File: src/verilog/ceiu_pkg.sv
package ceiu_pkg;

   localparam logic [15:0] CEIU_PC_RESET = 16'h0000;
   localparam logic [15:0] CEIU_WORD_RESET = 16'h0000;
   localparam logic [7:0] CEIU_BYTE_RESET = 8'h00;
   localparam logic [7:0] CEIU_IO_HIGH = 8'h00;
   localparam logic [7:0] CEIU_ONE8 = 8'h01;
   localparam logic [15:0] CEIU_ONE16 = 16'h0001;

   localparam int CEIU_FLAG_S = 7;
   localparam int CEIU_FLAG_Z = 6;
   localparam int CEIU_FLAG_H = 4;
   localparam int CEIU_FLAG_PV = 2;
   localparam int CEIU_FLAG_N = 1;
   localparam int CEIU_FLAG_C = 0;

   localparam logic [2:0] CEIU_REG_B = 3'h0;
   localparam logic [2:0] CEIU_REG_C = 3'h1;
   localparam logic [2:0] CEIU_REG_D = 3'h2;
   localparam logic [2:0] CEIU_REG_E = 3'h3;
   localparam logic [2:0] CEIU_REG_H = 3'h4;
   localparam logic [2:0] CEIU_REG_L = 3'h5;
   localparam logic [2:0] CEIU_REG_NONE = 3'h6;
   localparam logic [2:0] CEIU_REG_A = 3'h7;

   localparam logic [1:0] CEIU_PAIR_BC = 2'h0;
   localparam logic [1:0] CEIU_PAIR_DE = 2'h1;
   localparam logic [1:0] CEIU_PAIR_HL = 2'h2;
   localparam logic [1:0] CEIU_PAIR_SP = 2'h3;

   typedef enum logic [3:0] {
      SLEEP_ENTRY_INSTRUCTION,
      UNSIGNED_MULTIPLY_INSTRUCTION,
      BLOCK_OUT_INC_SINGLE,
      BLOCK_OUT_INC_REPEAT,
      BLOCK_OUT_DEC_SINGLE,
      BLOCK_OUT_DEC_REPEAT,
      PORT_TEST_INSTRUCTION,
      TEST_REGISTER,
      TEST_IMMEDIATE,
      TEST_MEMORY,
      SHORT_ADDRESS_INPUT,
      SHORT_ADDRESS_OUTPUT,
      EXCHANGE_ACC_FLAGS,
      EXCHANGE_PAIRS
   } ceiu_op_t;

   typedef struct packed {
      ceiu_op_t op;
      logic [2:0] sel;
      logic [7:0] imm;
      logic [1:0] len;
   } ceiu_cmd_t;

   typedef struct packed {
      logic req;
      logic io;
      logic write;
      logic [15:0] addr;
      logic [7:0] wdata;
   } ceiu_bus_t;

   typedef struct packed {
      logic [7:0] a;
      logic [7:0] f;
      logic [7:0] b;
      logic [7:0] c;
      logic [7:0] d;
      logic [7:0] e;
      logic [7:0] h;
      logic [7:0] l;
   } ceiu_set_t;

   typedef struct packed {
      ceiu_set_t prim;
      ceiu_set_t alt;
      logic [7:0] ivec;
      logic [7:0] refresh;
      logic [15:0] ix;
      logic [15:0] iy;
      logic [15:0] sp;
      logic [15:0] pc;
   } ceiu_regs_t;

   typedef struct packed {
      logic wr8;
      logic [2:0] sel8;
      logic [7:0] d8;
      logic wr16;
      logic [1:0] sel16;
      logic [15:0] d16;
      logic wrf;
      logic [7:0] f;
      logic blk_step;
      logic blk_dec;
      logic ex_af;
      logic exx;
      logic retire;
      logic [1:0] len;
   } ceiu_wr_t;

   function automatic logic [7:0] ceiu_get8(ceiu_set_t s, logic [2:0] sel);
      logic [7:0] v;
      v = s.a;
      unique case (sel)
         CEIU_REG_B: v = s.b;
         CEIU_REG_C: v = s.c;
         CEIU_REG_D: v = s.d;
         CEIU_REG_E: v = s.e;
         CEIU_REG_H: v = s.h;
         CEIU_REG_L: v = s.l;
         default: v = s.a;
      endcase
      return v;
   endfunction : ceiu_get8

   function automatic logic [15:0] ceiu_get16(ceiu_regs_t r, logic [1:0] sel);
      logic [15:0] v;
      unique case (sel)
         CEIU_PAIR_BC: v = {r.prim.b, r.prim.c};
         CEIU_PAIR_DE: v = {r.prim.d, r.prim.e};
         CEIU_PAIR_HL: v = {r.prim.h, r.prim.l};
         CEIU_PAIR_SP: v = r.sp;
      endcase
      return v;
   endfunction : ceiu_get16

endpackage : ceiu_pkg

File: src/verilog/ceiu_exec.sv
`timescale 1ns/1ps
`default_nettype none
module ceiu_exec
   import ceiu_pkg::*;
(
   input wire logic clk,
   input wire logic rst,
   input wire logic cmd_valid,
   input wire ceiu_cmd_t cmd,
   output logic cmd_ready,
   output logic done,
   output logic cmd_error,
   output ceiu_bus_t bus,
   input wire logic bus_ack,
   input wire logic [7:0] bus_rdata,
   input wire logic wake,
   output logic sleeping,
   output ceiu_regs_t regs
);

   typedef enum logic [2:0] {
      ST_IDLE,
      ST_MEM_RD,
      ST_IO_WR,
      ST_IO_RD,
      ST_SLEEP
   } ceiu_state_t;

   ceiu_state_t state;
   ceiu_state_t next_state;
   ceiu_cmd_t cur;
   ceiu_cmd_t next_cur;
   ceiu_bus_t next_bus;
   logic next_done;
   logic next_error;
   ceiu_wr_t wr;
   logic [7:0] test_a;
   logic [7:0] test_b;
   logic [7:0] test_flags;
   logic [15:0] hl;
   logic [15:0] hl_next;
   logic [7:0] count_next;
   logic is_dec;
   logic is_repeat;
   logic [15:0] mult_src;

   ceiu_regfile u_regfile (
      .clk(clk),
      .rst(rst),
      .wr(wr),
      .regs(regs)
   );

   ceiu_test_unit u_test (
      .opnd_a(test_a),
      .opnd_b(test_b),
      .flags_in(regs.prim.f),
      .flags_out(test_flags)
   );

   assign cmd_ready = (state == ST_IDLE);
   assign sleeping = (state == ST_SLEEP);
   assign hl = {regs.prim.h, regs.prim.l};

   always_comb begin
      is_dec = (cur.op == BLOCK_OUT_DEC_SINGLE) ||
               (cur.op == BLOCK_OUT_DEC_REPEAT);
      is_repeat = (cur.op == BLOCK_OUT_INC_REPEAT) ||
                  (cur.op == BLOCK_OUT_DEC_REPEAT);
      hl_next = is_dec ? hl - CEIU_ONE16 : hl + CEIU_ONE16;
      count_next = regs.prim.b - CEIU_ONE8;
      mult_src = ceiu_get16(regs, cmd.sel[1:0]);
   end

   always_comb begin
      next_state = state;
      next_cur = cur;
      next_bus = bus;
      next_done = 1'b0;
      next_error = 1'b0;
      wr = '0;
      wr.len = cur.len;
      test_a = regs.prim.a;
      test_b = regs.prim.a;
      unique case (state)
         ST_IDLE: begin
            next_bus.req = 1'b0;
            wr.len = cmd.len;
            if (cmd_valid) begin
               next_cur = cmd;
               unique case (cmd.op)
                  SLEEP_ENTRY_INSTRUCTION: begin
                     wr.retire = 1'b1;
                     next_done = 1'b1;
                     next_state = ST_SLEEP;
                  end
                  UNSIGNED_MULTIPLY_INSTRUCTION: begin
                     // Only two bits select the pair, so no other register
                     // can ever be named.
                     wr.wr16 = 1'b1;
                     wr.sel16 = cmd.sel[1:0];
                     wr.d16 = 16'(mult_src[15:8] * mult_src[7:0]);
                     wr.retire = 1'b1;
                     next_done = 1'b1;
                  end
                  BLOCK_OUT_INC_SINGLE, BLOCK_OUT_INC_REPEAT,
                  BLOCK_OUT_DEC_SINGLE, BLOCK_OUT_DEC_REPEAT,
                  TEST_MEMORY: begin
                     next_bus.req = 1'b1;
                     next_bus.io = 1'b0;
                     next_bus.write = 1'b0;
                     next_bus.addr = hl;
                     next_bus.wdata = CEIU_BYTE_RESET;
                     next_state = ST_MEM_RD;
                  end
                  PORT_TEST_INSTRUCTION: begin
                     next_bus.req = 1'b1;
                     next_bus.io = 1'b1;
                     next_bus.write = 1'b0;
                     next_bus.addr = {CEIU_IO_HIGH, regs.prim.c};
                     next_bus.wdata = CEIU_BYTE_RESET;
                     next_state = ST_IO_RD;
                  end
                  TEST_REGISTER: begin
                     if (cmd.sel == CEIU_REG_NONE) begin
                        next_error = 1'b1;
                     end else begin
                        test_b = ceiu_get8(regs.prim, cmd.sel);
                        wr.wrf = 1'b1;
                        wr.f = test_flags;
                        wr.retire = 1'b1;
                     end
                     next_done = 1'b1;
                  end
                  TEST_IMMEDIATE: begin
                     test_b = cmd.imm;
                     wr.wrf = 1'b1;
                     wr.f = test_flags;
                     wr.retire = 1'b1;
                     next_done = 1'b1;
                  end
                  SHORT_ADDRESS_INPUT: begin
                     next_bus.req = 1'b1;
                     next_bus.io = 1'b1;
                     next_bus.write = 1'b0;
                     next_bus.addr = {CEIU_IO_HIGH, cmd.imm};
                     next_bus.wdata = CEIU_BYTE_RESET;
                     next_state = ST_IO_RD;
                  end
                  SHORT_ADDRESS_OUTPUT: begin
                     next_bus.req = 1'b1;
                     next_bus.io = 1'b1;
                     next_bus.write = 1'b1;
                     next_bus.addr = {CEIU_IO_HIGH, cmd.imm};
                     next_bus.wdata = ceiu_get8(regs.prim, cmd.sel);
                     next_state = ST_IO_WR;
                  end
                  EXCHANGE_ACC_FLAGS: begin
                     wr.ex_af = 1'b1;
                     wr.retire = 1'b1;
                     next_done = 1'b1;
                  end
                  EXCHANGE_PAIRS: begin
                     wr.exx = 1'b1;
                     wr.retire = 1'b1;
                     next_done = 1'b1;
                  end
                  default: begin
                     next_error = 1'b1;
                     next_done = 1'b1;
                  end
               endcase
            end
         end
         ST_MEM_RD: begin
            if (bus_ack) begin
               if (cur.op == TEST_MEMORY) begin
                  test_b = bus_rdata;
                  wr.wrf = 1'b1;
                  wr.f = test_flags;
                  wr.retire = 1'b1;
                  next_done = 1'b1;
                  next_bus.req = 1'b0;
                  next_state = ST_IDLE;
               end else begin
                  next_bus.io = 1'b1;
                  next_bus.write = 1'b1;
                  next_bus.addr = {CEIU_IO_HIGH, regs.prim.c};
                  next_bus.wdata = bus_rdata;
                  next_state = ST_IO_WR;
               end
            end
         end
         ST_IO_WR: begin
            if (bus_ack) begin
               if (cur.op == SHORT_ADDRESS_OUTPUT) begin
                  wr.retire = 1'b1;
                  next_done = 1'b1;
                  next_bus.req = 1'b0;
                  next_state = ST_IDLE;
               end else begin
                  wr.blk_step = 1'b1;
                  wr.blk_dec = is_dec;
                  // The loop test uses the count after this step.
                  if (is_repeat && (count_next != CEIU_BYTE_RESET)) begin
                     next_bus.io = 1'b0;
                     next_bus.write = 1'b0;
                     next_bus.addr = hl_next;
                     next_bus.wdata = CEIU_BYTE_RESET;
                     next_state = ST_MEM_RD;
                  end else begin
                     wr.retire = 1'b1;
                     next_done = 1'b1;
                     next_bus.req = 1'b0;
                     next_state = ST_IDLE;
                  end
               end
            end
         end
         ST_IO_RD: begin
            if (bus_ack) begin
               if (cur.op == PORT_TEST_INSTRUCTION) begin
                  test_a = bus_rdata;
                  test_b = cur.imm;
                  wr.wrf = 1'b1;
                  wr.f = test_flags;
               end else begin
                  wr.wr8 = 1'b1;
                  wr.sel8 = cur.sel;
                  wr.d8 = bus_rdata;
               end
               wr.retire = 1'b1;
               next_done = 1'b1;
               next_bus.req = 1'b0;
               next_state = ST_IDLE;
            end
         end
         ST_SLEEP: begin
            next_bus.req = 1'b0;
            if (wake) begin
               next_state = ST_IDLE;
            end
         end
         default: begin
            next_state = ST_IDLE;
         end
      endcase
   end

   always_ff @(posedge clk or posedge rst) begin
      if (rst) begin
         state <= ST_IDLE;
         cur <= '0;
         bus <= '0;
         done <= 1'b0;
         cmd_error <= 1'b0;
      end else begin
         state <= next_state;
         cur <= next_cur;
         bus <= next_bus;
         done <= next_done;
         cmd_error <= next_error;
      end
   end

endmodule : ceiu_exec
`default_nettype wire

File: src/verilog/ceiu_regfile.sv
`timescale 1ns/1ps
`default_nettype none
module ceiu_regfile
   import ceiu_pkg::*;
(
   input wire logic clk,
   input wire logic rst,
   input wire ceiu_wr_t wr,
   output ceiu_regs_t regs
);

   ceiu_regs_t next_regs;
   logic [15:0] hl_step;

   always_comb begin
      next_regs = regs;
      hl_step = {regs.prim.h, regs.prim.l};
      if (wr.wr8) begin
         unique case (wr.sel8)
            CEIU_REG_B: next_regs.prim.b = wr.d8;
            CEIU_REG_C: next_regs.prim.c = wr.d8;
            CEIU_REG_D: next_regs.prim.d = wr.d8;
            CEIU_REG_E: next_regs.prim.e = wr.d8;
            CEIU_REG_H: next_regs.prim.h = wr.d8;
            CEIU_REG_L: next_regs.prim.l = wr.d8;
            CEIU_REG_A: next_regs.prim.a = wr.d8;
            default: next_regs.prim.a = regs.prim.a;
         endcase
      end
      if (wr.wr16) begin
         unique case (wr.sel16)
            CEIU_PAIR_BC: {next_regs.prim.b, next_regs.prim.c} = wr.d16;
            CEIU_PAIR_DE: {next_regs.prim.d, next_regs.prim.e} = wr.d16;
            CEIU_PAIR_HL: {next_regs.prim.h, next_regs.prim.l} = wr.d16;
            CEIU_PAIR_SP: next_regs.sp = wr.d16;
         endcase
      end
      if (wr.wrf) begin
         next_regs.prim.f = wr.f;
      end
      if (wr.blk_step) begin
         if (wr.blk_dec) begin
            hl_step = {regs.prim.h, regs.prim.l} - CEIU_ONE16;
            next_regs.prim.c = regs.prim.c - CEIU_ONE8;
         end else begin
            hl_step = {regs.prim.h, regs.prim.l} + CEIU_ONE16;
            next_regs.prim.c = regs.prim.c + CEIU_ONE8;
         end
         {next_regs.prim.h, next_regs.prim.l} = hl_step;
         next_regs.prim.b = regs.prim.b - CEIU_ONE8;
      end
      // Exchanges swap A and F, or B, C, D, E, H and L, in one cycle; the alternate set has no
      // other write path, so it cannot be addressed directly.
      if (wr.ex_af) begin
         next_regs.prim.a = regs.alt.a;
         next_regs.prim.f = regs.alt.f;
         next_regs.alt.a = regs.prim.a;
         next_regs.alt.f = regs.prim.f;
      end
      if (wr.exx) begin
         {next_regs.prim.b, next_regs.prim.c, next_regs.prim.d,
          next_regs.prim.e, next_regs.prim.h, next_regs.prim.l} =
            {regs.alt.b, regs.alt.c, regs.alt.d,
             regs.alt.e, regs.alt.h, regs.alt.l};
         {next_regs.alt.b, next_regs.alt.c, next_regs.alt.d,
          next_regs.alt.e, next_regs.alt.h, next_regs.alt.l} =
            {regs.prim.b, regs.prim.c, regs.prim.d,
             regs.prim.e, regs.prim.h, regs.prim.l};
      end
      if (wr.retire) begin
         next_regs.pc = regs.pc + {14'h0000, wr.len};
         // Only the low seven bits of the refresh counter count.
         next_regs.refresh = {regs.refresh[7],
                              7'(regs.refresh[6:0] + 7'h01)};
      end
   end

   always_ff @(posedge clk or posedge rst) begin
      if (rst) begin
         regs.prim <= '0;
         regs.alt <= '0;
         regs.ivec <= CEIU_BYTE_RESET;
         regs.refresh <= CEIU_BYTE_RESET;
         regs.ix <= CEIU_WORD_RESET;
         regs.iy <= CEIU_WORD_RESET;
         regs.sp <= CEIU_WORD_RESET;
         regs.pc <= CEIU_PC_RESET;
      end else begin
         regs <= next_regs;
      end
   end

endmodule : ceiu_regfile
`default_nettype wire

File: src/verilog/ceiu_test_unit.sv
`timescale 1ns/1ps
`default_nettype none
module ceiu_test_unit
   import ceiu_pkg::*;
(
   input wire logic [7:0] opnd_a,
   input wire logic [7:0] opnd_b,
   input wire logic [7:0] flags_in,
   output logic [7:0] flags_out
);

   logic [7:0] result;

   always_comb begin
      result = opnd_a & opnd_b;
      // Unused flag bits 5 and 3 keep their old value.
      flags_out = flags_in;
      flags_out[CEIU_FLAG_S] = result[7];
      flags_out[CEIU_FLAG_Z] = (result == CEIU_BYTE_RESET);
      flags_out[CEIU_FLAG_H] = 1'b1;
      flags_out[CEIU_FLAG_PV] = ~^result;
      flags_out[CEIU_FLAG_N] = 1'b0;
      flags_out[CEIU_FLAG_C] = 1'b0;
   end

endmodule : ceiu_test_unit
`default_nettype wire
File: config.mk
export PLATFORM = sky130hd
export DESIGN_NAME = ceiu_exec
export DESIGN_NICKNAME = d
export VERILOG_FILES = /design/src/verilog/ceiu_pkg.sv /design/src/verilog/ceiu_exec.sv /design/src/verilog/ceiu_regfile.sv /design/src/verilog/ceiu_test_unit.sv
export SDC_FILE = /design/constraint.sdc
export NUM_CORES = 1
export LEC_CHECK = 0
export BUFFER_PORTS_ARGS = -buffer_cell sky130_fd_sc_hd__buf_2
export CAP_MARGIN = 20
export CORE_MARGIN = 2
export CORE_UTILIZATION = 50
export CTS_CLUSTER_DIAMETER = 120
export DETAILED_ROUTE_END_ITERATION = 10
export HOLD_SLACK_MARGIN = 0.15
export PLACE_DENSITY = 0.76
export REMOVE_ABC_BUFFERS = 1
export SLEW_MARGIN = 20
export SYNTH_ARGS = -nofsm -noshare
export SYNTH_HDL_FRONTEND = slang
export SYNTH_SLANG_ARGS = --single-unit
File: constraint.sdc
create_clock -name clk -period 9.5 [get_ports clk]
set_clock_uncertainty 0.1 [all_clocks]
set_input_delay 0.475 -clock clk [delete_from_list [all_inputs] [get_ports clk]]
set_output_delay 0.475 -clock clk [all_outputs]
set_load 0.01 [all_outputs]
==> flow_summary.json <==
{
  "post_route_cells_drive_above_1_share_pct": 20.0,
  "grt_overflow": 0,
  "ys_top_cells_by_area": "dfrtp_1 35%, nand2_1 9.2%, fa_1 4.9%",
  "final_cell_area_um2": 17900,
  "synth_area_leader_cell": "dfrtp_1",
  "max_slew_margin_pct": 27.5,
  "cts_tree": "yes",
  "numCtsBuffers": 26,
  "num_rows": 64,
  "die_h_um": 181,
  "nNetsFinal": 2065,
  "start_kind": "flip-flop",
  "cts_root_buf": "clkbuf_16",
  "slowest_stage": "mux4_2",
  "dp_cells": 2299,
  "drt_iter0_drc": 2050,
  "worst_pin_slew_ns": 1.08,
  "cts_buffer_depth": 3,
  "path_max_fanout": 15,
  "clkTransAtPathRegs_ns": 0.06,
  "ys_seq_area_share_pct": 34.6,
  "place_congestion": 1.03,
  "wirelength_um": 58100,
  "start_util_pct": 51.0,
  "hold_depth": 3,
  "die_area_um2": 32700,
  "clock_sinks": 216,
  "wl_per_cell_um": 24.6,
  "detailed_place_hpwl_um": 41800,
  "cts_resized": 0,
  "grt_pass1_vias": 14207,
  "io_pins": 269,
  "hp-start": "cmd[16]",
  "vdd_drop_max_uv": 197,
  "fin_cells": 2360,
  "synthFlopType": "dfrtp_1",
  "ys_types": 85,
  "critPathArrivalTime_ns": 6.34,
  "rsz0062_at_grt": "no",
  "r2r-end": "u_regfile.regs[187]$_DFF_PP0_",
  "rrSetupSlack_ns": 3.48,
  "synth_top_area_share_pct": 34.6,
  "synth_common_cells": "384 x nand2_1, 216 x dfrtp_1, 103 x o21ai_0",
  "path_buf_inv": 4,
  "cts_max_level": 1,
  "hold_viol_final": 0,
  "required_ns": 9.82,
  "final-setup-viol-count": 0,
  "crit_family": "adder cells",
  "port_buffers": 227,
  "end_kind": "flip-flop",
  "grt_pass1_wl_um": 88000,
  "grt_usage_pct": 34.7,
  "viasPerCell": 6.31,
  "yosysWarnings": 0,
  "p_per_area_nw_per_um2": 284,
  "ys_ff_latch": 216,
  "avgSynthCellArea_um2": 8.82,
  "period_needed_ns": 6.02,
  "path_cells": "mux4_2 > and2_1 > fa_1 > inv_1 > fa_1 > inv_1 > fa_1 > inv_1 > fa_1 > inv_1 > ha_1 > or3_1 > o21bai_1 > a31oi_1 > xor2_1 > a21oi_1 > a221o_1",
  "drtAntennaViolNets": 0,
  "maxCapViolations": 0,
  "r2r_start": "u_regfile.regs[146]$_DFF_PP0_",
  "critPathMaxStageDelay_ns": 0.64,
  "clk_latency_ns": 0.55,
  "antenna_found_initial": 1,
  "areaGrowthSynthToFinish_pct": 14.5,
  "drc": 0,
  "final_util_pct": 58.4,
  "async_flop_share_pct": 100,
  "report.final.slew_viol_count": 0,
  "crit_type": "flip-flop to flip-flop",
  "synth_edf_count": 0,
  "netlist_area_um2": 15600,
  "outcome": "finished clean",
  "netlist_instances": 1773,
  "grt_max_degree": 147,
  "num_vias": 14894,
  "placed_area_um2": 16900,
  "first_pass_iters": 6,
  "finalCritPeriodShare_pct": 63.4,
  "leakage_nw": 8.93,
  "core_area_um2": 30700,
  "yosysMostFrequentCell": "nand2_1",
  "hold_path_class": "input port to flip-flop",
  "min_to": "cur[16]$_DFFE_PP0P_",
  "ff2ff_path_depth": 17,
  "finalSetupTns_ns": 0,
  "die_x_um": 181,
  "max_freq_ghz": 0.166
}
==> cells in the final DEF, fill, tap and decap left out, drive strengths merged, types with 8 or more instances in the layout <==
cell type and count:
nand4 30, o221ai 9, mux2 50, mux4 19, nor4 9, a31oi 13
dfrtp 216, a221oi 12, and3 8, xor2 19, conb 41, o211ai 22
a22oi 24, a221o 20, nand2 384, nand3 37, inv 81, dlygate4sd3 11
a21o 14, nor2 79, ha 53, a22o 10, buf 250, nor2b 11
clkbuf 38, nor3 25, or3 11, xnor2 40, mux2i 46, o22ai 10
a211oi 15, a21oi 63, o21ai 103, fa 38, and2 55
==> worst reg2reg max path, delay by kind of cell, from the launching register on <==
family / cells / cell delay [ns]
compound gates: 4 / 0.94
mux: 1 / 0.65
buf+inv: 4 / 0.22
simple gates: 2 / 0.61
fa+ha+maj: 5 / 2.24
flops: 1 / 0.63
xor+xnor: 1 / 0.51
==> logic make-up (layout without fill, tap and decap cells) <==
family,count (synthesis),count (layout),share of synthesized area (%)
compound gates,355,355,15.2
xor+xnor,59,59,3.30
fa+ha+maj,91,91,9.11
buf+inv,238,388,7.07
flops,216,216,34.6
mux,115,115,9.64
other cells,1,42,0.0240
simple gates,698,698,21.1
==> state kept, by name, indices dropped and copies added, names as in the netlist <==
name,flops
cmd_error,1
bus,27
cur,17
state,3
u_regfile.regs,167
done,1
==> cell type report <==
type	instances	area, um2
Tap cell	396	495
Fill cell	2750	12800
Antenna cell	1	2.50
Clock inverter	9	133
Clock buffer	38	777
Multi-Input combinational cell	1359	9350
Inverter	80	313
Sequential cell	216	5410
Timing Repair Buffer	261	1420
==> stage by stage <==
stage	power [W]	setup WS [ns]	hold WS, ns
after floorplan	0.00293	3.02	0.337
after global placement	0.00389	3.25	0.351
after detailed placement	0.00394	3.18	0.356
after CTS	0.00502	3.54	0.184
after global routing	0.00533	3.21	0.218
final	0.00509	3.48	0.207
==> worst max path at each step <==
stage / depth (start not counted) / endpoint / startpoint / slack (ns)
2_1_floorplan: 1 / bus[0]$_DFFE_PP0P_ / rst / 3.02
3_3_place_gp: 18 / u_regfile.regs[158]$_DFF_PP0_ / cmd[11] / 3.25
3_5_place_dp: 18 / u_regfile.regs[158]$_DFF_PP0_ / cmd[11] / 3.18
4_1_cts: 17 / u_regfile.regs[158]$_DFF_PP0_ / u_regfile.regs[146]$_DFF_PP0_ / 3.54
5_1_grt: 17 / u_regfile.regs[158]$_DFF_PP0_ / u_regfile.regs[147]$_DFF_PP0_ / 3.21
6_report: 17 / u_regfile.regs[187]$_DFF_PP0_ / u_regfile.regs[146]$_DFF_PP0_ / 3.48
==> repair_timing <==
| action | 4_1_cts | 5_1_grt |
|---|---|---|
| hold buffers | 11 | 0 |
| hold endpoints to repair | 19 | 0 |
| setup buffers | 0 | 0 |
| endpoints found under the setup margin | 0 | 0 |
==> routing by layer <==
metal / GRT usage (%) / up-vias / share of wire (%) / routed length (um)
li1: - / 6463 / - / -
met1: 49.3 / 7257 / 41 / 23700
met2: 51.1 / 971 / 43 / 24900
met3: 6.99 / 201 / 11 / 6400
met4: 15.6 / 2 / 5.4 / 3130
met5: 1.33 / - / 0.10 / 58
==> power by group <==
part	switching [W]	total, W	internal [W]
combinational	0.00136	0.00226	0.000901
sequential	0.000559	0.00176	0.00120
clock	0.000422	0.00107	0.000648
total	0.00234	0.00509	0.00275
Note: power is estimated with default switching activity, not from simulation.
